### src/hw/rst_seq_pkg.sv
// Constants, types and register map of the reset and start-up sequencer
package rst_seq_pkg;

	// Clock and derived timing
	localparam int unsigned CLK_PERIOD_NS = 100;
	localparam int unsigned RC_TICK_NS    = 1000;
	localparam int unsigned RC_DIV_CYCLES = RC_TICK_NS / CLK_PERIOD_NS;
	localparam int unsigned RC_DIV_W      = 4;
	localparam int unsigned POWERUP_DELAY_TIMER_MS       = 72;
	localparam int unsigned POWERUP_DELAY_TIMER_TICKS    = POWERUP_DELAY_TIMER_MS * 1000000 / RC_TICK_NS;
	localparam int unsigned POWERUP_DELAY_TIMER_W        = 17;
	localparam int unsigned OST_CYCLES    = 1024;
	localparam int unsigned OST_W         = 11;
	localparam int unsigned FILTER_NS     = 400;
	localparam int unsigned FILTER_CYCLES = (FILTER_NS + CLK_PERIOD_NS - 1) / CLK_PERIOD_NS;
	localparam int unsigned FILTER_W      = 3;

	// Register bus geometry and offsets
	localparam int unsigned ADDR_W = 8;
	localparam int unsigned DATA_W = 8;
	localparam logic [7:0] OFF_CONFIG     = 8'h00;
	localparam logic [7:0] OFF_STATUS     = 8'h04;
	localparam logic [7:0] OFF_IRQ_STATUS = 8'h08;
	localparam logic [7:0] OFF_IRQ_CLEAR  = 8'h0C;
	localparam logic [7:0] OFF_IRQ_ENABLE = 8'h10;
	localparam logic [7:0] OFF_SCRATCH    = 8'h14;

	// Status register field positions
	localparam int unsigned ST_PD_BIT    = 0;
	localparam int unsigned ST_TO_BIT    = 1;
	localparam int unsigned ST_CAUSE_LSB = 2;
	localparam int unsigned ST_STATE_LSB = 5;

	// Event bits of the interrupt registers
	localparam int unsigned EV_POR       = 0;
	localparam int unsigned EV_EXT_RUN   = 1;
	localparam int unsigned EV_EXT_SLEEP = 2;
	localparam int unsigned EV_WDT       = 3;
	localparam int unsigned EV_BOR       = 4;
	localparam int unsigned EV_WAKE      = 5;
	localparam int unsigned EV_W         = 6;

	typedef enum logic [1:0] {
		LOWPOWER_CRYSTAL_MODE  = 2'h0,
		STD_CRYSTAL_MODE       = 2'h1,
		HIGHSPEED_CRYSTAL_MODE = 2'h2,
		RESISTOR_CAP_MODE      = 2'h3
	} osc_mode_e;

	typedef enum logic [2:0] {
		CAUSE_NONE      = 3'h0,
		CAUSE_POR       = 3'h1,
		CAUSE_EXT_RUN   = 3'h2,
		CAUSE_EXT_SLEEP = 3'h3,
		CAUSE_WDT       = 3'h4,
		CAUSE_BOR       = 3'h5,
		CAUSE_WDT_WAKE  = 3'h6,
		CAUSE_IRQ_WAKE  = 3'h7
	} cause_e;

	// Gray along hold, power-up delay, start-up count, run
	typedef enum logic [1:0] {
		SEQ_HOLD = 2'h0,
		SEQ_POWERUP_DELAY_TIMER = 2'h1,
		SEQ_OST  = 2'h3,
		SEQ_RUN  = 2'h2
	} seq_state_e;

	typedef struct packed {
		logic powerup_delay_enable_n;
		logic osc_select_hi;
		logic osc_select_lo;
	} cfg_s;

	// Unprogrammed configuration reads as ones
	localparam cfg_s CFG_RESET = 3'h7;

endpackage

### src/hw/rst_pin_filter.sv
// Glitch filter for the active-low external reset pin
`timescale 1ns/1ps
`default_nettype none
module rst_pin_filter
	import rst_seq_pkg::*;
(
	input  wire logic i_clk,
	input  wire logic i_sys_rst,
	input  wire logic i_pin_n,
	output logic      o_filt_n
);
	import rst_seq_pkg::*;

	typedef struct packed {
		logic                filt_n;
		logic [FILTER_W-1:0] cnt;
	} filt_state_s;

	filt_state_s r;
	filt_state_s next_r;

	// Output follows the pin only after it differs for the full window
	always_comb begin
		next_r = r;
		if (i_pin_n == r.filt_n) begin
			next_r.cnt = '0;
		end else if (r.cnt == FILTER_W'(FILTER_CYCLES - 1)) begin
			next_r.filt_n = i_pin_n;
			next_r.cnt    = '0;
		end else begin
			next_r.cnt = r.cnt + FILTER_W'(1);
		end
		if (i_sys_rst) begin
			next_r = '{filt_n: 1'b1, cnt: '0};
		end
	end

	always_ff @(posedge i_clk) begin
		r <= next_r;
	end

	assign o_filt_n = r.filt_n;
endmodule
`default_nettype wire

### src/hw/rst_seq_core.sv
// Reset source arbitration, status flags and power-up/start-up sequencer
//
// What this block does
// RL1: Tells five reset causes apart
// RL2: Retained registers never initialised by any reset
// RL3: Other registers initialised on every reset cause
// RL4: Watchdog wake-up initialises nothing, resumes execution
// RL5: Timeout and power-down flags record the cause
// RL6: Flag values per cause as encoded
// RL7: Reset pin filtered against short pulses
// RL8: Watchdog reset never drives the pin
// RL9: Power-up delay after power-on, RC-ticked
// RL10: Chip held in reset during power-up delay
// RL11: Configuration bit can drop power-up delay
// RL12: Delay choice by enable bit and cause
// RL13: Start-up count of clock-pin cycles follows
// RL14: Start-up count: crystal modes, power-on/wake only
// RL15: Two-bit oscillator select encodes four modes
// RL16: Crystal modes accept external clock on pin
// RL17: Other party holds pin low to reset
`timescale 1ns/1ps
`default_nettype none
module rst_seq_core
	import rst_seq_pkg::*;
#(
	parameter int unsigned POWERUP_DELAY_TIMER_TICKS_P = POWERUP_DELAY_TIMER_TICKS
) (
	input  wire logic              i_clk,
	input  wire logic              i_sys_rst,
	input  wire logic              i_por_pulse,
	input  wire logic              i_ext_reset_pin_n,
	input  wire logic              i_watchdog_timer,
	input  wire logic              i_brownout_reset,
	input  wire logic              i_sleeping,
	input  wire logic              i_wake_irq,
	input  wire logic              i_clock_in_pin,
	input  wire logic [ADDR_W-1:0] i_addr,
	input  wire logic [DATA_W-1:0] i_wdata,
	input  wire logic              i_wr,
	input  wire logic              i_rd,
	output logic      [DATA_W-1:0] o_rdata,
	output logic                   o_core_hold,
	output logic                   o_reg_init,
	output logic                   o_wake_resume,
	output logic                   o_timeout_flag_n,
	output logic                   o_powerdown_flag_n,
	output logic      [2:0]        o_reset_cause,
	output logic                   o_irq
);
	import rst_seq_pkg::*;

	typedef struct packed {
		seq_state_e          state;
		cause_e              cause;
		logic                timeout_flag_n;
		logic                powerdown_flag_n;
		logic                need_powerup_delay_timer;
		logic                need_ost;
		logic                wake;
		logic                init_pulse;
		logic                wake_pulse;
		logic [POWERUP_DELAY_TIMER_W-1:0]   powerup_delay_timer_cnt;
		logic [OST_W-1:0]    ost_cnt;
		logic [RC_DIV_W-1:0] rc_div;
		logic                clk_in_prev;
		logic                pin_prev_n;
		logic                bor_prev;
		cfg_s                cfg;
		logic [EV_W-1:0]     irq_status;
		logic [EV_W-1:0]     irq_enable;
		logic [DATA_W-1:0]   scratch;
		logic [DATA_W-1:0]   rdata;
	} seq_regs_s;

	seq_regs_s r;
	seq_regs_s next_r;
	logic      pin_filt_n;
	logic      rc_tick;
	logic      clk_in_rise;
	logic      crystal;
	logic      pin_fall;
	logic      bor_rise;
	logic [EV_W-1:0] ev;
	logic [EV_W-1:0] clr;

	// RL7: filtered reset pin
	rst_pin_filter u_pin_filter (
		.i_clk     (i_clk),
		.i_sys_rst (i_sys_rst),
		.i_pin_n   (i_ext_reset_pin_n),
		.o_filt_n  (pin_filt_n)
	);

	// Slow tick stands in for the internal RC oscillator
	assign rc_tick     = (r.rc_div == RC_DIV_W'(RC_DIV_CYCLES - 1));
	// RL16: pin edges counted whatever drives them
	assign clk_in_rise = i_clock_in_pin & ~r.clk_in_prev;
	// RL15: every select code except RC is a crystal mode
	assign crystal     = (osc_mode_e'({r.cfg.osc_select_hi, r.cfg.osc_select_lo})
		!= RESISTOR_CAP_MODE);
	assign pin_fall    = r.pin_prev_n & ~pin_filt_n;
	assign bor_rise    = i_brownout_reset & ~r.bor_prev;

	// Next state: sequencer, reset arbitration, register writes
	always_comb begin
		next_r            = r;
		ev                = '0;
		clr               = '0;
		next_r.init_pulse = 1'b0;
		next_r.wake_pulse = 1'b0;
		next_r.rdata      = '0;
		next_r.rc_div     = rc_tick ? '0 : r.rc_div + RC_DIV_W'(1);
		next_r.clk_in_prev = i_clock_in_pin;
		next_r.pin_prev_n  = pin_filt_n;
		next_r.bor_prev    = i_brownout_reset;

		// RL10: counting states keep the core held
		unique case (r.state)
			SEQ_HOLD: begin
				next_r.powerup_delay_timer_cnt = '0;
				next_r.ost_cnt  = '0;
				if (r.need_powerup_delay_timer) begin
					next_r.state = SEQ_POWERUP_DELAY_TIMER;
				end else if (r.need_ost) begin
					next_r.state = SEQ_OST;
				end else begin
					next_r.state = SEQ_RUN;
				end
			end
			SEQ_POWERUP_DELAY_TIMER: begin
				// RL9: counted in RC ticks, not main clock
				if (rc_tick) begin
					if (r.powerup_delay_timer_cnt == POWERUP_DELAY_TIMER_W'(POWERUP_DELAY_TIMER_TICKS_P - 1)) begin
						next_r.state = r.need_ost ? SEQ_OST : SEQ_RUN;
					end else begin
						next_r.powerup_delay_timer_cnt = r.powerup_delay_timer_cnt + POWERUP_DELAY_TIMER_W'(1);
					end
				end
			end
			SEQ_OST: begin
				// RL13: cycles of the clock input pin
				if (clk_in_rise) begin
					if (r.ost_cnt == OST_W'(OST_CYCLES - 1)) begin
						next_r.state = SEQ_RUN;
					end else begin
						next_r.ost_cnt = r.ost_cnt + OST_W'(1);
					end
				end
			end
			SEQ_RUN: begin
				next_r.wake = 1'b0;
			end
		endcase

		// RL1: causes ranked power-on, brown-out, pin, watchdog
		if (i_por_pulse) begin
			// RL6: power-on sets both flags
			next_r.cause            = CAUSE_POR;
			next_r.timeout_flag_n   = 1'b1;
			next_r.powerdown_flag_n = 1'b1;
			next_r.init_pulse       = 1'b1;
			// RL11: enable bit low inserts the delay
			next_r.need_powerup_delay_timer        = ~r.cfg.powerup_delay_enable_n;
			// RL14: start-up count only for crystal
			next_r.need_ost         = crystal;
			next_r.wake             = 1'b0;
			next_r.state            = SEQ_HOLD;
			ev[EV_POR]              = 1'b1;
		end else if (bor_rise) begin
			// RL12: brown-out always takes the power-up delay
			next_r.cause            = CAUSE_BOR;
			next_r.timeout_flag_n   = 1'b1;
			next_r.powerdown_flag_n = 1'b1;
			next_r.init_pulse       = 1'b1;
			next_r.need_powerup_delay_timer        = 1'b1;
			next_r.need_ost         = 1'b0;
			next_r.wake             = 1'b0;
			next_r.state            = SEQ_HOLD;
			ev[EV_BOR]              = 1'b1;
		end else if (i_brownout_reset) begin
			// Supply still low restarts the delay from zero
			next_r.state = SEQ_HOLD;
		end else if (pin_fall) begin
			// RL17: pin low is the other party's request
			next_r.init_pulse = 1'b1;
			next_r.wake       = 1'b0;
			if (i_sleeping) begin
				// RL6: reset in sleep sets timeout, clears power-down
				next_r.cause            = CAUSE_EXT_SLEEP;
				next_r.timeout_flag_n   = 1'b1;
				next_r.powerdown_flag_n = 1'b0;
				ev[EV_EXT_SLEEP]        = 1'b1;
			end else begin
				next_r.cause     = CAUSE_EXT_RUN;
				ev[EV_EXT_RUN]   = 1'b1;
			end
			// Timers already running from power-on keep going
			if (r.state == SEQ_RUN) begin
				next_r.need_powerup_delay_timer = 1'b0;
				// RL14: pin wake from sleep is a wake-up
				next_r.need_ost  = i_sleeping & crystal;
				next_r.state     = SEQ_HOLD;
			end
		end else if (i_watchdog_timer && r.state == SEQ_RUN && pin_filt_n) begin
			if (i_sleeping) begin
				// RL4: wake-up resumes, no register loaded
				// RL6: watchdog wake clears both flags
				next_r.cause            = CAUSE_WDT_WAKE;
				next_r.timeout_flag_n   = 1'b0;
				next_r.powerdown_flag_n = 1'b0;
				next_r.need_powerup_delay_timer        = 1'b0;
				next_r.need_ost         = crystal;
				next_r.wake             = 1'b1;
				ev[EV_WAKE]             = 1'b1;
			end else begin
				// RL8: internal only, the pin stays an input
				// RL6: watchdog reset clears timeout, sets power-down
				next_r.cause            = CAUSE_WDT;
				next_r.timeout_flag_n   = 1'b0;
				next_r.powerdown_flag_n = 1'b1;
				next_r.init_pulse       = 1'b1;
				next_r.need_powerup_delay_timer        = 1'b0;
				next_r.need_ost         = 1'b0;
				next_r.wake             = 1'b0;
				ev[EV_WDT]              = 1'b1;
			end
			next_r.state = SEQ_HOLD;
		end else if (i_wake_irq && i_sleeping && r.state == SEQ_RUN && pin_filt_n) begin
			// Interrupt wake: start-up count, no initialisation
			next_r.cause            = CAUSE_IRQ_WAKE;
			next_r.timeout_flag_n   = 1'b1;
			next_r.powerdown_flag_n = 1'b0;
			next_r.need_powerup_delay_timer        = 1'b0;
			next_r.need_ost         = crystal;
			next_r.wake             = 1'b1;
			next_r.state            = SEQ_HOLD;
			ev[EV_WAKE]             = 1'b1;
		end

		// Resume pulse only if no new event cancelled the wake-up
		if (next_r.wake && r.state != SEQ_RUN && next_r.state == SEQ_RUN) begin
			next_r.wake_pulse = 1'b1;
		end

		// Register writes and read capture
		if (i_wr) begin
			unique case (i_addr)
				OFF_CONFIG:     next_r.cfg        = cfg_s'(i_wdata[2:0]);
				OFF_IRQ_CLEAR:  clr               = i_wdata[EV_W-1:0];
				OFF_IRQ_ENABLE: next_r.irq_enable = i_wdata[EV_W-1:0];
				OFF_SCRATCH:    next_r.scratch    = i_wdata;
				default:        next_r.scratch    = r.scratch;
			endcase
		end
		if (i_rd) begin
			unique case (i_addr)
				OFF_CONFIG:     next_r.rdata = {5'h00, r.cfg};
				OFF_STATUS: begin
					next_r.rdata[ST_PD_BIT]                  = r.powerdown_flag_n;
					next_r.rdata[ST_TO_BIT]                  = r.timeout_flag_n;
					next_r.rdata[ST_CAUSE_LSB +: 3]          = r.cause;
					next_r.rdata[ST_STATE_LSB +: 2]          = r.state;
				end
				OFF_IRQ_STATUS: next_r.rdata = {2'h0, r.irq_status};
				OFF_IRQ_ENABLE: next_r.rdata = {2'h0, r.irq_enable};
				OFF_SCRATCH:    next_r.rdata = r.scratch;
				default:        next_r.rdata = '0;
			endcase
		end

		// Sticky events; a new event beats a clear in the same cycle
		next_r.irq_status = (r.irq_status & ~clr) | ev;

		// RL3: block reset; RL2: scratch keeps its content
		if (i_sys_rst) begin
			next_r                  = '0;
			next_r.state            = SEQ_HOLD;
			next_r.cause            = CAUSE_NONE;
			next_r.timeout_flag_n   = 1'b1;
			next_r.powerdown_flag_n = 1'b1;
			next_r.pin_prev_n       = 1'b1;
			next_r.cfg              = CFG_RESET;
			next_r.scratch          = r.scratch;
		end
	end

	always_ff @(posedge i_clk) begin
		r <= next_r;
	end

	// Outputs: data from flops, hold also follows live sources
	assign o_rdata            = r.rdata;
	assign o_core_hold        = (r.state != SEQ_RUN) | ~pin_filt_n | i_brownout_reset;
	assign o_reg_init         = r.init_pulse;
	assign o_wake_resume      = r.wake_pulse;
	assign o_timeout_flag_n   = r.timeout_flag_n;
	assign o_powerdown_flag_n = r.powerdown_flag_n;
	assign o_reset_cause      = r.cause;
	assign o_irq              = |(r.irq_status & r.irq_enable);
endmodule
`default_nettype wire

### config.mk
export PLATFORM = sky130hd
export DESIGN_NAME = rst_seq_core
export DESIGN_NICKNAME = d
export VERILOG_FILES = /design/src/hw/rst_seq_pkg.sv /design/src/hw/rst_pin_filter.sv /design/src/hw/rst_seq_core.sv
export SDC_FILE = /design/constraint.sdc
export NUM_CORES = 1
export LEC_CHECK = 0
export ABC_CLOCK_PERIOD_IN_PS = 2100
export BUFFER_PORTS_ARGS = -buffer_cell sky130_fd_sc_hd__buf_2
export CORE_MARGIN = 2
export CORE_UTILIZATION = 52
export CTS_CLUSTER_SIZE = 25
export DETAILED_ROUTE_END_ITERATION = 10
export GPL_TIMING_DRIVEN = 0
export HOLD_SLACK_MARGIN = 0.15
export PLACE_DENSITY_LB_ADDON = 0.25
export RECOVER_POWER = 100
export SLEW_MARGIN = 30
export SYNTH_ARGS = -nofsm -noshare
export SYNTH_HDL_FRONTEND = slang
export SYNTH_SLANG_ARGS = --single-unit
### constraint.sdc
create_clock -name i_clk -period 2.1 [get_ports i_clk]
set_input_delay 0.21 -clock i_clk [delete_from_list [all_inputs] [get_ports i_clk]]
set_output_delay 0.21 -clock i_clk [all_outputs]
set_load 0.005 [all_outputs]
==> results.md <==
- The flow ran to the end, and the final reports show no timing, DRC or antenna violations.
- The number of library cell types mapped by synthesis is 55.
- The fraction of final layout cells sized beyond drive strength 1 is 0.172.
- The net count after synthesis is 471.
- The clock reaches the later pin of the worst-skew pair after 360 ps.
- During synthesis, Yosys emitted a total of 0 warnings.
- For the worst setup path, the data arrival time is 2300 ps.
- The final net count is 534.
- Internal power comes to 2450 µW.
- Among all flip-flop cells after synthesis, the most frequent one is sky130_fd_sc_hd__dfxtp_1.
- The clock net in this run drives a total of 82 sinks.
- The total grt overflow is 0.
- The library cell used most frequently in the layout, excluding fill and tap cells, is sky130_fd_sc_hd__dfxtp_1.
- The gate count of the mapped netlist is 438.
- The classification of the worst setup path is flip-flop to flip-flop.
- Derived from the worst setup path, the maximum achievable clock frequency is 0.497 GHz.
- Summed over all nets, the switching power comes to 691 µW.
- TritonCTS created 9 clock buffers.
- The slowest stage of the critical path is the sky130_fd_sc_hd__or4_1 cell.
- The I/O pin count is 44.
- The number of max-slew violations in the final report came to 0.
- Setup slack on the critical path of the routed design comes to 89.5 ps.
- Subtracting the final worst setup slack from the clock period gives 2010 ps.
- The initial antenna violation count is 0.
- For this design the static power due to leakage is 0.00173 µW.
- The total placed cells including tap cells is 577.
- In the final timing run, aggregate negative setup slack is 0 ps.
- Dividing the final minimum period by the clock period gives 0.957.
- The detailed-route wire length is 8.71 mm.
- The final worst hold slack is 175 ps.
- Traced cell by cell, the critical path runs through inv_1 -> ha_1 -> and4bb_2 -> nor2_1 -> a21o_1 -> buf_6 -> or4_1 -> a21oi_1.
- The share of total power dissipated in sequential elements is 0.513.
- The share of synthesized area in the top cell type comes to 0.386.
- For this run, the slowest stage of the critical path takes 460 ps.
- The sequential-to-total area share from yosys stat is 0.449.
- The clock tree synthesis step divided the H-tree into 3 levels.
- The leading area contributor after synthesis is sky130_fd_sc_hd__dfxtp_1.
- TritonCTS built the clock tree.
- Summing over every cut layer, the via total after detailed routing is 3389.
- For this run, the total global-route usage over all layers was measured as 0.226.
- In this run the mean area of a mapped cell was 8.76 µm².
- The part of the total power dissipated in the clock network is 0.422.
- The tree is rooted in a sky130_fd_sc_hd__clkbuf_8.
- The first detailed-routing pass took 5 iterations.
- The floorplan has 31 rows.
- The count of buffers added on input and output ports is 40.
- The synthesized design contains 82 register bits.
- In the layout the commonest cells are 73 x sky130_fd_sc_hd__dfxtp_1, 52 x sky130_fd_sc_hd__nor2_1, 34 x sky130_fd_sc_hd__buf_2.
- No sink is reached through more buffers than the 2 on the longest clock path.
- The via count of the first global-routing pass is 3240.
- Setup repair after global routing could not meet its margin everywhere.
- The number of enable flip-flop cells after synthesis is 8.
- The HPWL after detailed placement is 6.32 mm.
- The required time at the worst-slack endpoint is 2390 ps.
- The placement-stage worst setup slack is -298 ps.
- After synthesis, the cell types taking the most area are sky130_fd_sc_hd__dfxtp_1 39%, sky130_fd_sc_hd__edfxtp_1 6.3%, sky130_fd_sc_hd__nor2_1 5.3%, sky130_fd_sc_hd__mux2i_1 3.9%, sky130_fd_sc_hd__a21oi_1 3.7%.
- The post-CTS clock slew at the launch and capture registers of the worst setup and hold paths is 80 ps.
- The share of total power in combinational logic is 0.065.
- The antenna diode count is 0.
- The power per cell area is 692 mW/mm².
- On the final layout, the worst clock skew is 7.69 ps.
- After the flow finishes, the layout carries non-filler instances totaling 605.
- For this run, asynchronously set or reset flops after synthesis account for 0.
- The placeable core region is 0.00721 mm².
- The path class of the lowest-slack min-delay path is primary input to flip-flop.
- The signed area change from the synthesized netlist to the final layout is 18.3%.
- The initial cell density of the core is 0.532.
- In this run the worst path has a maximum fanout of 10.
- The height of the die is 89.9 µm.
- For this block, the initial DRC count from the detailed router was 286.
- The type of destination of the critical path is a flip-flop.
- The via density per instance is 5.60.
- The first-pass GRT wire length is 14.9 mm.
- Headroom to the max-slew limit came out at 0.596.
- Measured along the x axis, the die boundary spans 89.9 µm.
- At the end of routability-driven placement, the weighted congestion stood at 0.874.
- Setup violations remaining at the end of the flow were counted as 0.
- In the final routed layout, each cell accounts on average for 14.4 µm.
- For this run, design rule violations remaining after detail routing come to 0.
- The maximum number of pins on one net before global-route repair is 14.
- The switching part of the total is 0.220.
- The synthesized netlist occupies a cell area of 0.00384 mm².
- The area of the die is 0.00808 mm².
- The final hold violation count is 0.
- VDD sags by at most 0.428 mV.
- Max-cap violations in this run came to 0.
- At the pin with the least slew margin, the transition time is 605 ps.
- In this run the remaining antenna-violating nets after routing total 0.
- The worst setup path is launched from a flip-flop.
[cell type report]
class / instances / area, µm²
Buffer: 27 / 165
Sequential cell: 82 / 1720
Multi-Input combinational cell: 309 / 1900
Inverter: 20 / 75.1
Fill cell: 647 / 2680
Timing Repair Buffer: 52 / 309
Clock inverter: 4 / 72.6
Clock buffer: 12 / 165
Tap cell: 99 / 124
[logic make-up after synthesis]
logic type,after synthesis,synth area share
simple gates,177,0.239
compound gates,100,0.165
flops,82,0.449
buf+inv,47,0.0610
mux,18,0.0479
xor+xnor,8,0.0183
fa+ha+maj,6,0.0196
[cells in the mapped netlist, types with 10 or more instances]
library cell,number
sky130_fd_sc_hd__dfxtp_1,74
sky130_fd_sc_hd__mux2i_1,15
sky130_fd_sc_hd__or3_1,11
sky130_fd_sc_hd__buf_4,11
sky130_fd_sc_hd__a21oi_1,28
sky130_fd_sc_hd__nand2_1,31
sky130_fd_sc_hd__o21ai_0,24
sky130_fd_sc_hd__nor3_1,13
sky130_fd_sc_hd__nand3_1,13
sky130_fd_sc_hd__nor2_1,54
sky130_fd_sc_hd__clkbuf_1,10
sky130_fd_sc_hd__inv_1,20
[worst paths after layout]
kind	depth (start not counted)	slack, ps	start	end
worst max register to register	8	90	r[35]	r[54]
worst min-delay path	3	180	i_sleeping	r[24]
worst min register to register	1	430	u_pin_filter.r[0]	u_pin_filter.r[0]
worst max-delay path	8	90	r[35]	r[54]
[worst max-delay path: cells and delay by family, from the launching register on]
kind,cells,cell delay [ps]
DFF,1,330
AOI/OAI and AO/OA,2,370
buffers and inverters,2,210
adders and majority gates,1,200
and+or+nand+nor,3,840
[metal layers]
| metal | global-route usage | part of all wire | vias to the layer above |
|---|---|---|---|
| met4 | 0.0731 | 0.015 | 0 |
| met3 | 0.0645 | 0.046 | 11 |
| met2 | 0.350 | 0.46 | 98 |
| li1 | - | - | 1693 |
| met1 | 0.306 | 0.48 | 1587 |
| met5 | 0 | 0 | - |
[power by group through the flow]
stage                     Combinational, µW  Clock, µW  Sequential (µW)
after floorplan                         118          0             1640
after global placement                  185          0             1650
after detailed placement                186          0             1650
after CTS                               204       1340             1610
after global routing                    229       1410             1610
final                                   205       1320             1610
[through the flow]
step	area (µm²)	utilization	total power [µW]
2_1_floorplan	3840	-	1760
3_3_place_gp	4160	0.577	1830
3_5_place_dp	4160	0.577	1830
4_1_cts	4510	0.625	3160
5_1_grt	4540	0.629	3250
6_report	4540	0.629	3140
[state kept, by name, summed over array words and instances (netlist names)]
register	flops
u_pin_filter.o_filt_n	1
o_rdata	8
u_pin_filter.r	3
o_wake_resume	1
o_reg_init	1
o_reset_cause	3
o_timeout_flag_n	1
o_powerdown_flag_n	1
r	63
[timing repair]
action                                  in CTS  in global routing
endpoints found under the setup margin       9                 24
hold buffers                                11                  0
hold endpoints to repair                    17                  0
resized for setup                            2                 12
buffers inserted                             0                  1
Note: power is estimated with default switching activity, not from simulation.
